File: config.mk
export PLATFORM = sky130hd
export DESIGN_NAME = cfd_clock_detect
export DESIGN_NICKNAME = d
export VERILOG_FILES = /design/src/rtl/cfd_pkg.sv /design/src/rtl/cfd_clock_detect.sv /design/src/rtl/cfd_edge_sync.sv
export VERILOG_INCLUDE_DIRS = /design/src /design/src/rtl
export SDC_FILE = /design/constraint.sdc
export NUM_CORES = 1
export LEC_CHECK = 0
export ABC_AREA = 1
export BUFFER_PORTS_ARGS = -buffer_cell sky130_fd_sc_hd__buf_2
export CAP_MARGIN = 20
export CORE_MARGIN = 2
export CORE_UTILIZATION = 66
export CTS_CLUSTER_DIAMETER = 120
export DETAILED_ROUTE_END_ITERATION = 6
export GPL_TIMING_DRIVEN = 0
export PLACE_DENSITY_LB_ADDON = 0.15
export SYNTH_ARGS = -nofsm -noshare
export SYNTH_HDL_FRONTEND = slang
export SYNTH_HIERARCHICAL = 1
export SYNTH_SLANG_ARGS = --single-unit
File: constraint.sdc
create_clock -name mclk -period 5.65 [get_ports mclk]
set_input_delay 0.565 -clock mclk [delete_from_list [all_inputs] [get_ports mclk]]
set_output_delay 0.565 -clock mclk [all_outputs]
set_load 0.05 [all_outputs]
File: src/rtl/cfd_defines.svh
`ifndef CFD_DEFINES_SVH
`define CFD_DEFINES_SVH

// ----------------------------------------------------------------------------
// clock rate of mclk
// ----------------------------------------------------------------------------
`define CFD_MCLK_PERIOD_NS  8
`define CFD_MCLK_HZ         (1000000000 / `CFD_MCLK_PERIOD_NS)

// ----------------------------------------------------------------------------
// supported main reference frequencies, in kHz, in selection-code order
// ----------------------------------------------------------------------------
`define CFD_MAIN_KHZ_0      13000
`define CFD_MAIN_KHZ_1      26000
`define CFD_MAIN_KHZ_2      19200
`define CFD_MAIN_KHZ_3      38400

// ----------------------------------------------------------------------------
// supported slow reference frequencies, in mHz, in selection-code order
// ----------------------------------------------------------------------------
`define CFD_SLOW_MHZ_0      3200000
`define CFD_SLOW_MHZ_1      16384000
`define CFD_SLOW_MHZ_2      32000000
`define CFD_SLOW_MHZ_3      32768000

// ----------------------------------------------------------------------------
// measurement window and match tolerances (1/div of the expected count)
// ----------------------------------------------------------------------------
`define CFD_MAIN_WINDOW     16384
`define CFD_MAIN_TOL_DIV    50
`define CFD_SLOW_TOL_DIV    100
`define CFD_MAIN_CNT_W      16
`define CFD_SLOW_CNT_W      17

// ----------------------------------------------------------------------------
// selection after reset
// ----------------------------------------------------------------------------
`define CFD_RST_MAIN_SEL    2'h0
`define CFD_RST_SLOW_SEL    2'h3

`endif

File: src/rtl/cfd_pkg.sv
`default_nettype none

package cfd_pkg;

    typedef enum logic [2:0] {
        CFD_ST_IDLE,
        CFD_ST_MAIN,
        CFD_ST_SLOW_SYNC,
        CFD_ST_SLOW,
        CFD_ST_DECIDE
    } cfd_state_e;

    typedef logic [1:0] cfd_sel_t;

endpackage

`default_nettype wire

File: src/rtl/cfd_clock_detect.sv
// Summary of operation
// - both reference frequencies are set either by a host selection command or by automatic detection.
// - detection classifies the main reference as 13, 26, 19.2 or 38.4 MHz.
// - detection classifies the slow reference as 3.2, 16.384, 32 or 32.768 kHz.
// - in any low-power mode the baseband timebase follows the slow reference, not the main one.
// - one main reference input is used, accepted as a sine wave or a square wave.
// - the clock-shape strap high means square wave, low means sine wave.
`include "cfd_defines.svh"
`timescale 1ns/1ps
`default_nettype none

module cfd_clock_detect
    import cfd_pkg::*;
#(
    parameter int MAIN_WINDOW = `CFD_MAIN_WINDOW
)
(
    // clock and reset
    input  wire logic mclk,
    input  wire logic reset,
    // reference clock pins and strap
    input  wire logic main_reference_clock_input,
    input  wire logic slow_reference_clock_input,
    input  wire logic clock_shape_strap,
    // host selection command
    input  wire logic host_sel_valid,
    input  wire logic [1:0] host_main_sel,
    input  wire logic [1:0] host_slow_sel,
    output logic      host_sel_ready,
    // automatic detection
    input  wire logic auto_detect_start,
    output logic      detect_busy,
    output logic      detect_done,
    output logic      detect_fail,
    // selection result
    output logic [1:0] main_freq_sel,
    output logic [1:0] slow_freq_sel,
    output logic      reference_is_square,
    // baseband timebase
    input  wire logic low_power_mode,
    output logic      timing_from_slow,
    output logic      baseband_tick
);

    localparam int MW = `CFD_MAIN_CNT_W;
    localparam int SW = `CFD_SLOW_CNT_W;
    localparam longint MAIN_KHZ [4] = '{`CFD_MAIN_KHZ_0, `CFD_MAIN_KHZ_1,
                                        `CFD_MAIN_KHZ_2, `CFD_MAIN_KHZ_3};
    localparam longint SLOW_MHZ [4] = '{`CFD_SLOW_MHZ_0, `CFD_SLOW_MHZ_1,
                                        `CFD_SLOW_MHZ_2, `CFD_SLOW_MHZ_3};

    // the window must hold the highest edge count and still resolve the lowest
    if (MAIN_WINDOW < 1024 || MAIN_WINDOW > 65535)
    begin : g_bad_window
        $error("cfd_clock_detect: MAIN_WINDOW out of range");
    end

    // ------------------------------------------------------------------------
    // pin synchronisers and strap capture
    // ------------------------------------------------------------------------
    logic [1:0] strap_age_q, strap_age_d;
    logic square_q, square_d;
    logic main_rise, slow_rise;

    cfd_edge_sync u_main_sync
    (
        .mclk      (mclk),
        .reset     (reset),
        .pin_in    (main_reference_clock_input),
        .filter_en (~square_q),
        .level     (),
        .rise      (main_rise)
    );

    cfd_edge_sync u_slow_sync
    (
        .mclk      (mclk),
        .reset     (reset),
        .pin_in    (slow_reference_clock_input),
        .filter_en (1'b0),
        .level     (),
        .rise      (slow_rise)
    );

    logic strap_s1_q, strap_s2_q;

    always_comb
    begin
        strap_age_d = (strap_age_q == 2'h3) ? strap_age_q : strap_age_q + 2'h1;
        // strap is caught once, only after the synchroniser holds its real level
        square_d    = (strap_age_q == 2'h3) ? square_q : strap_s2_q;
    end

    always_ff @(posedge mclk or posedge reset)
    begin
        if (reset)
        begin
            strap_s1_q    <= 1'b0;
            strap_s2_q    <= 1'b0;
            strap_age_q   <= 2'h0;
            square_q      <= 1'b0;
        end
        else
        begin
            strap_s1_q    <= clock_shape_strap;
            strap_s2_q    <= strap_s1_q;
            strap_age_q   <= strap_age_d;
            square_q      <= square_d;
        end
    end

    // ------------------------------------------------------------------------
    // frequency classification
    // ------------------------------------------------------------------------
    logic [MW-1:0] edge_cnt_q, edge_cnt_d;
    logic [SW-1:0] slow_cnt_q, slow_cnt_d;
    logic [3:0]    main_hit, slow_hit;

    for (genvar i = 0; i < 4; i++)
    begin : g_cls
        localparam longint MEXP = (longint'(MAIN_WINDOW) * MAIN_KHZ[i] * 1000)
                                  / `CFD_MCLK_HZ;
        localparam longint MTOL = MEXP / `CFD_MAIN_TOL_DIV;
        localparam longint SEXP = (longint'(`CFD_MCLK_HZ) * 1000) / SLOW_MHZ[i];
        localparam longint STOL = SEXP / `CFD_SLOW_TOL_DIV;
        assign main_hit[i] = (edge_cnt_q >= MW'(MEXP - MTOL))
                          && (edge_cnt_q <= MW'(MEXP + MTOL));
        assign slow_hit[i] = (slow_cnt_q >= SW'(SEXP - STOL))
                          && (slow_cnt_q <= SW'(SEXP + STOL));
    end

    logic [1:0] main_code, slow_code;
    logic       main_ok, slow_ok;

    always_comb
    begin
        main_code = 2'h0;
        slow_code = 2'h0;
        for (int i = 0; i < 4; i++)
        begin
            if (main_hit[i])
                main_code = 2'(i);
            if (slow_hit[i])
                slow_code = 2'(i);
        end
        main_ok = $onehot(main_hit);
        slow_ok = $onehot(slow_hit);
    end

    // ------------------------------------------------------------------------
    // selection sequencer
    // ------------------------------------------------------------------------
    localparam int WW = $clog2(MAIN_WINDOW + 1);

    cfd_state_e    state_q, state_d;
    logic [WW-1:0] win_cnt_q, win_cnt_d;
    cfd_sel_t      main_sel_q, main_sel_d, slow_sel_q, slow_sel_d;
    logic          done_q, done_d, fail_q, fail_d;

    always_comb
    begin
        state_d    = state_q;
        win_cnt_d  = win_cnt_q;
        edge_cnt_d = edge_cnt_q;
        slow_cnt_d = slow_cnt_q;
        main_sel_d = main_sel_q;
        slow_sel_d = slow_sel_q;
        done_d     = 1'b0;
        fail_d     = fail_q;
        case (state_q)
            CFD_ST_IDLE:
            begin
                if (host_sel_valid)
                begin
                    main_sel_d = host_main_sel;
                    slow_sel_d = host_slow_sel;
                    fail_d     = 1'b0;
                end
                else if (auto_detect_start)
                begin
                    state_d    = CFD_ST_MAIN;
                    win_cnt_d  = '0;
                    edge_cnt_d = '0;
                    fail_d     = 1'b0;
                end
            end
            CFD_ST_MAIN:
            begin
                win_cnt_d = win_cnt_q + 1'b1;
                if (main_rise)
                    edge_cnt_d = edge_cnt_q + 1'b1;
                if (win_cnt_q == WW'(MAIN_WINDOW - 1))
                    state_d = CFD_ST_SLOW_SYNC;
            end
            CFD_ST_SLOW_SYNC:
            begin
                // no timeout: the slow reference never stops
                slow_cnt_d = '0;
                if (slow_rise)
                    state_d = CFD_ST_SLOW;
            end
            CFD_ST_SLOW:
            begin
                // saturate so a stray long period cannot wrap into a match
                if (slow_cnt_q != '1)
                    slow_cnt_d = slow_cnt_q + 1'b1;
                if (slow_rise)
                    state_d = CFD_ST_DECIDE;
            end
            CFD_ST_DECIDE:
            begin
                state_d = CFD_ST_IDLE;
                done_d  = 1'b1;
                if (main_ok && slow_ok)
                begin
                    main_sel_d = main_code;
                    slow_sel_d = slow_code;
                end
                else
                    fail_d = 1'b1;
            end
            default:
                state_d = CFD_ST_IDLE;
        endcase
    end

    always_ff @(posedge mclk or posedge reset)
    begin
        if (reset)
        begin
            state_q    <= CFD_ST_IDLE;
            win_cnt_q  <= '0;
            edge_cnt_q <= '0;
            slow_cnt_q <= '0;
            main_sel_q <= `CFD_RST_MAIN_SEL;
            slow_sel_q <= `CFD_RST_SLOW_SEL;
            done_q     <= 1'b0;
            fail_q     <= 1'b0;
        end
        else
        begin
            state_q    <= state_d;
            win_cnt_q  <= win_cnt_d;
            edge_cnt_q <= edge_cnt_d;
            slow_cnt_q <= slow_cnt_d;
            main_sel_q <= main_sel_d;
            slow_sel_q <= slow_sel_d;
            done_q     <= done_d;
            fail_q     <= fail_d;
        end
    end

    // ------------------------------------------------------------------------
    // baseband timebase
    // ------------------------------------------------------------------------
    logic slow_src_q, slow_src_d, tick_q, tick_d;

    always_comb
    begin
        slow_src_d = low_power_mode;
        tick_d     = slow_src_q ? slow_rise : main_rise;
    end

    always_ff @(posedge mclk or posedge reset)
    begin
        if (reset)
        begin
            slow_src_q <= 1'b0;
            tick_q     <= 1'b0;
        end
        else
        begin
            slow_src_q <= slow_src_d;
            tick_q     <= tick_d;
        end
    end

    assign host_sel_ready      = (state_q == CFD_ST_IDLE);
    assign detect_busy         = (state_q != CFD_ST_IDLE);
    assign detect_done         = done_q;
    assign detect_fail         = fail_q;
    assign main_freq_sel       = main_sel_q;
    assign slow_freq_sel       = slow_sel_q;
    assign reference_is_square = square_q;
    assign timing_from_slow    = slow_src_q;
    assign baseband_tick       = tick_q;

endmodule // cfd_clock_detect

`default_nettype wire

File: src/rtl/cfd_edge_sync.sv
`timescale 1ns/1ps
`default_nettype none

module cfd_edge_sync
(
    // clock and reset
    input  wire logic mclk,
    input  wire logic reset,
    // pin side
    input  wire logic pin_in,
    input  wire logic filter_en,
    // logic side
    output logic      level,
    output logic      rise
);

    logic s1_q, s2_q, s3_q, s4_q;
    logic filt_d, filt_q;
    logic rise_d, rise_q;

    // ------------------------------------------------------------------------
    // two-flop synchroniser, then an optional majority filter
    // ------------------------------------------------------------------------
    always_comb
    begin
        // a squared-up sine has slow edges and may chatter near threshold
        if (filter_en)
            filt_d = (s2_q & s3_q) | (s2_q & s4_q) | (s3_q & s4_q);
        else
            filt_d = s2_q;
        rise_d = filt_d & ~filt_q;
    end

    always_ff @(posedge mclk or posedge reset)
    begin
        if (reset)
        begin
            s1_q   <= 1'b0;
            s2_q   <= 1'b0;
            s3_q   <= 1'b0;
            s4_q   <= 1'b0;
            filt_q <= 1'b0;
            rise_q <= 1'b0;
        end
        else
        begin
            s1_q   <= pin_in;
            s2_q   <= s1_q;
            s3_q   <= s2_q;
            s4_q   <= s3_q;
            filt_q <= filt_d;
            rise_q <= rise_d;
        end
    end

    assign level = filt_q;
    assign rise  = rise_q;

endmodule // cfd_edge_sync

`default_nettype wire

==> flow_summary_export.csv <==
group,metric,value,unit
run_status,run_status,"finished, final reports clean",
floorplan,ioPinCount,23,
critical_path,cp-end-kind,"register",
layout,synthToLayoutAreaGrowth,9.72,%
timing,timing_worst_slew_pin_value,0.666,ns
layout,insertedDiodeCount,0,
global_route,grt_start_max_net_pins,36,
place,placedCellCount,780,
timing,maxClockFrequency,290,MHz
clock_tree,tritoncts_sinks,76,
clock_tree,cts-hold-fix-buffers,0,
yosys,ys_ff_latch,76,
clock_tree,clk_path_buf_depth,2,
place,place.detailed.hpwl,8.60,mm
critical_path,worst-endpoint-arrival,3.74,ns
yosys,seq_area_frac_synth,0.402,
global_route,first_global_vias,4066,
layout,drive_above_1_share,0.110,
layout,layout.nets,723,
timing,rsz0062_at_grt,"false",
power,sequential_fraction_of_design_power,0.377,
power,static-leakage-power,0.00252,uW
timing,report.final.slew_viol_count,0,
route,routed_wire_length_per_instance,14.5,um
power,cellPowerDensity,366,nW/um2
floorplan,rows,30,
global_route,global_route.overflow_total,0,
worst_hold_path,hold_path.class,"input port to async pin",
timing,fin_crit_sh,0.610,
power,total_power,1900,uW
power,irDropWorstVdd,0.315,mV
timing,setup_viol_count_final,0,
timing,count_of_endpoints_failing_hold_in_the_final_timing_report,0,
layout,finalCoreUtilization,0.757,
power,combinationalPowerShare,0.392,
timing,timing.clock.skew,0.0118,ns
clock_tree,postCtsSetupBuffers,0,
floorplan,y_dimension_of_the_die,88.7,um
route,postRouteAntennaNets,0,
layout,most-common-layout-cells,"nand2_1, nor2_1, inv_1, dfrtp_1, nand3_1",
clock_tree,post_cts_resized,0,
place,globalplace.congestion,0.918,
yosys,synthesis.area,4740,um2
yosys,ys_warn_count,6,
global_route,grt_pass1_wl,18.5,mm
route,routed_wirelength,11.5,mm
yosys,synth_enable_flop_cells,0,
clock_tree,tritoncts.num_buffers,9,
layout,layout.cells.most_common,"nand2_1",
timing,post-route-min-period,3.44,ns
route,drt-pass1-iter-count,6,
clock_tree,tritoncts,"done",
timing,fin_hold_ws,0.138,ns
place,numPortBuffers,22,
route,dr_total_vias,4463,
yosys,syn-mean-instance-area,7.18,um2
yosys,synth_cell_type_count,44,
global_route,antenna_found_initial,0,
floorplan,die-width,88.7,um
power,power_frac_clock,0.232,
global_route,grt_usage,0.303,
critical_path,cp_max_fo,8,
yosys,postSynthCellCount,660,
clock_tree,ctsRootBufferMaster,"clkbuf_8",
floorplan,design.die.area,7870,um2
route,vias_per_cell,5.61,
yosys,asyncSetResetFlopFracSynth,1.00,
critical_path,worst-endpoint-required,5.94,ns
timing,setup-tns-final,0,ns
critical_path,critPathKind,"register to register",
clock_tree,clk_pin_slew,0.09,ns
clock_tree,clk-insertion-delay-late,0.35,ns
power,p_switching,862,uW
floorplan,coreArea,6870,um2
critical_path,cp-start-kind,"register",
clock_tree,cts-htree-levels,3,
yosys,postSynth.topFlopCell,"dfrtp_1",
power,switching_share,0.453,
timing,slew_headroom,0.555,
route,drt_iter0_drc,318,
power,cell_internal_pwr,1040,uW
flow_run,cap_violations,0,
layout,final-instance-count-excl-fill,796,
floorplan,initial_utilization,0.690,
route,post-route-drc-count,0,
-- critical path, stage by stage (launching register included) --
cell	delay (ns)
dfrtp_1	0.34
clkbuf_1	0.33
inv_1	0.15
nor4_1	0.35
nand3_1	0.11
a31oi_1	0.22
fa_1	0.46
ha_1	0.20
ha_1	0.27
nor3b_1	0.24
nand3_1	0.12
nand2_1	0.07
o21ai_1	0.21
nor2_1	0.15
o21ai_0	0.09
nand2_1	0.06
-- routing by layer --
layer,GRT usage,part of all wire
met4,0.0785,0.015
met1,0.405,0.44
met5,0,0
met3,0.0504,0.062
met2,0.513,0.49
-- metrics by stage --
step / cell area [um2] / setup slack [ns]
floorplan: 4740 / 2.84
global placement: 4970 / 2.35
detailed placement: 4990 / 2.22
CTS: 5200 / 2.22
global route: 5200 / 1.97
finish: 5200 / 2.21
-- Yosys cell counts (3+ instances only) --
library cell / number / area [um2]
nand2_1: 151 / 567
nor2_1: 97 / 364
inv_1: 84 / 315
dfrtp_1: 74 / 1850
nand3_1: 49 / 245
o21ai_0: 30 / 150
nor3_1: 26 / 130
a21oi_1: 20 / 100
ha_1: 14 / 175
nand4_1: 13 / 81.3
o21ai_1: 12 / 60.1
xor2_1: 11 / 96.3
inv_2: 9 / 33.8
clkbuf_1: 8 / 30.0
buf_2: 6 / 30.0
nor4_1: 6 / 37.5
a31oi_1: 4 / 25.0
o22ai_1: 4 / 25.0
nand2_2: 3 / 18.8
nor2_2: 3 / 18.8
nor3b_1: 3 / 22.5
-- cell type report --
class,instances,area (um2)
buffer,15,71.3
clock buffer,9,124
clock inverter,7,82.6
fill,535,1670
inverter,94,355
multi-input combinational,476,2410
sequential,76,1900
tap,96,120
timing repair buffer,23,130
-- kinds of logic after synthesis --
| logic type | share of synthesized area |
|---|---|
| AND/OR/NAND/NOR | 0.337 |
| flip-flops | 0.402 |
| buffers and inverters | 0.0901 |
| adder cells (fa/ha/maj) | 0.0454 |
| AO/OA/AOI/OAI | 0.0961 |
| XOR/XNOR | 0.0240 |
| multiplexers | 0.00475 |
| other | 0.000792 |
-- registers in the layout, indices dropped and copies added (netlist names), 2 cells and up --
signal and count:
edge_cnt_q 16, main_freq_sel 2, slow_cnt_q 17, slow_freq_sel 2, state_q 3, strap_age_q 2
win_cnt_q 15
-- power by group through the flow --
stage	clock, uW	sequential, uW	combinational (uW)
4_1_cts	444	714	740
6_report	441	716	745
2_1_floorplan	0	768	494
5_1_grt	466	727	817
3_5_place_dp	0	723	733
3_3_place_gp	0	718	713
-- path summary, 6_finish.rpt --
path	startpoint	slack, ns	to	cells past startpoint
min in group mclk	main_reference_clock_input	0.32	u_main_sync/s1_q	1
hold / removal	reset	0.14	u_main_sync/s2_q	2
hold reg to reg	strap_s1_q	0.36	strap_s2_q	0
setup / recovery	edge_cnt_q[7]	2.21	main_freq_sel[0]	15
max in group asynchronous	reset	4.70	win_cnt_q[3]	3
setup reg to reg	edge_cnt_q[7]	2.21	main_freq_sel[0]	15
No activity file was read; power rests on OpenSTA's default activity.
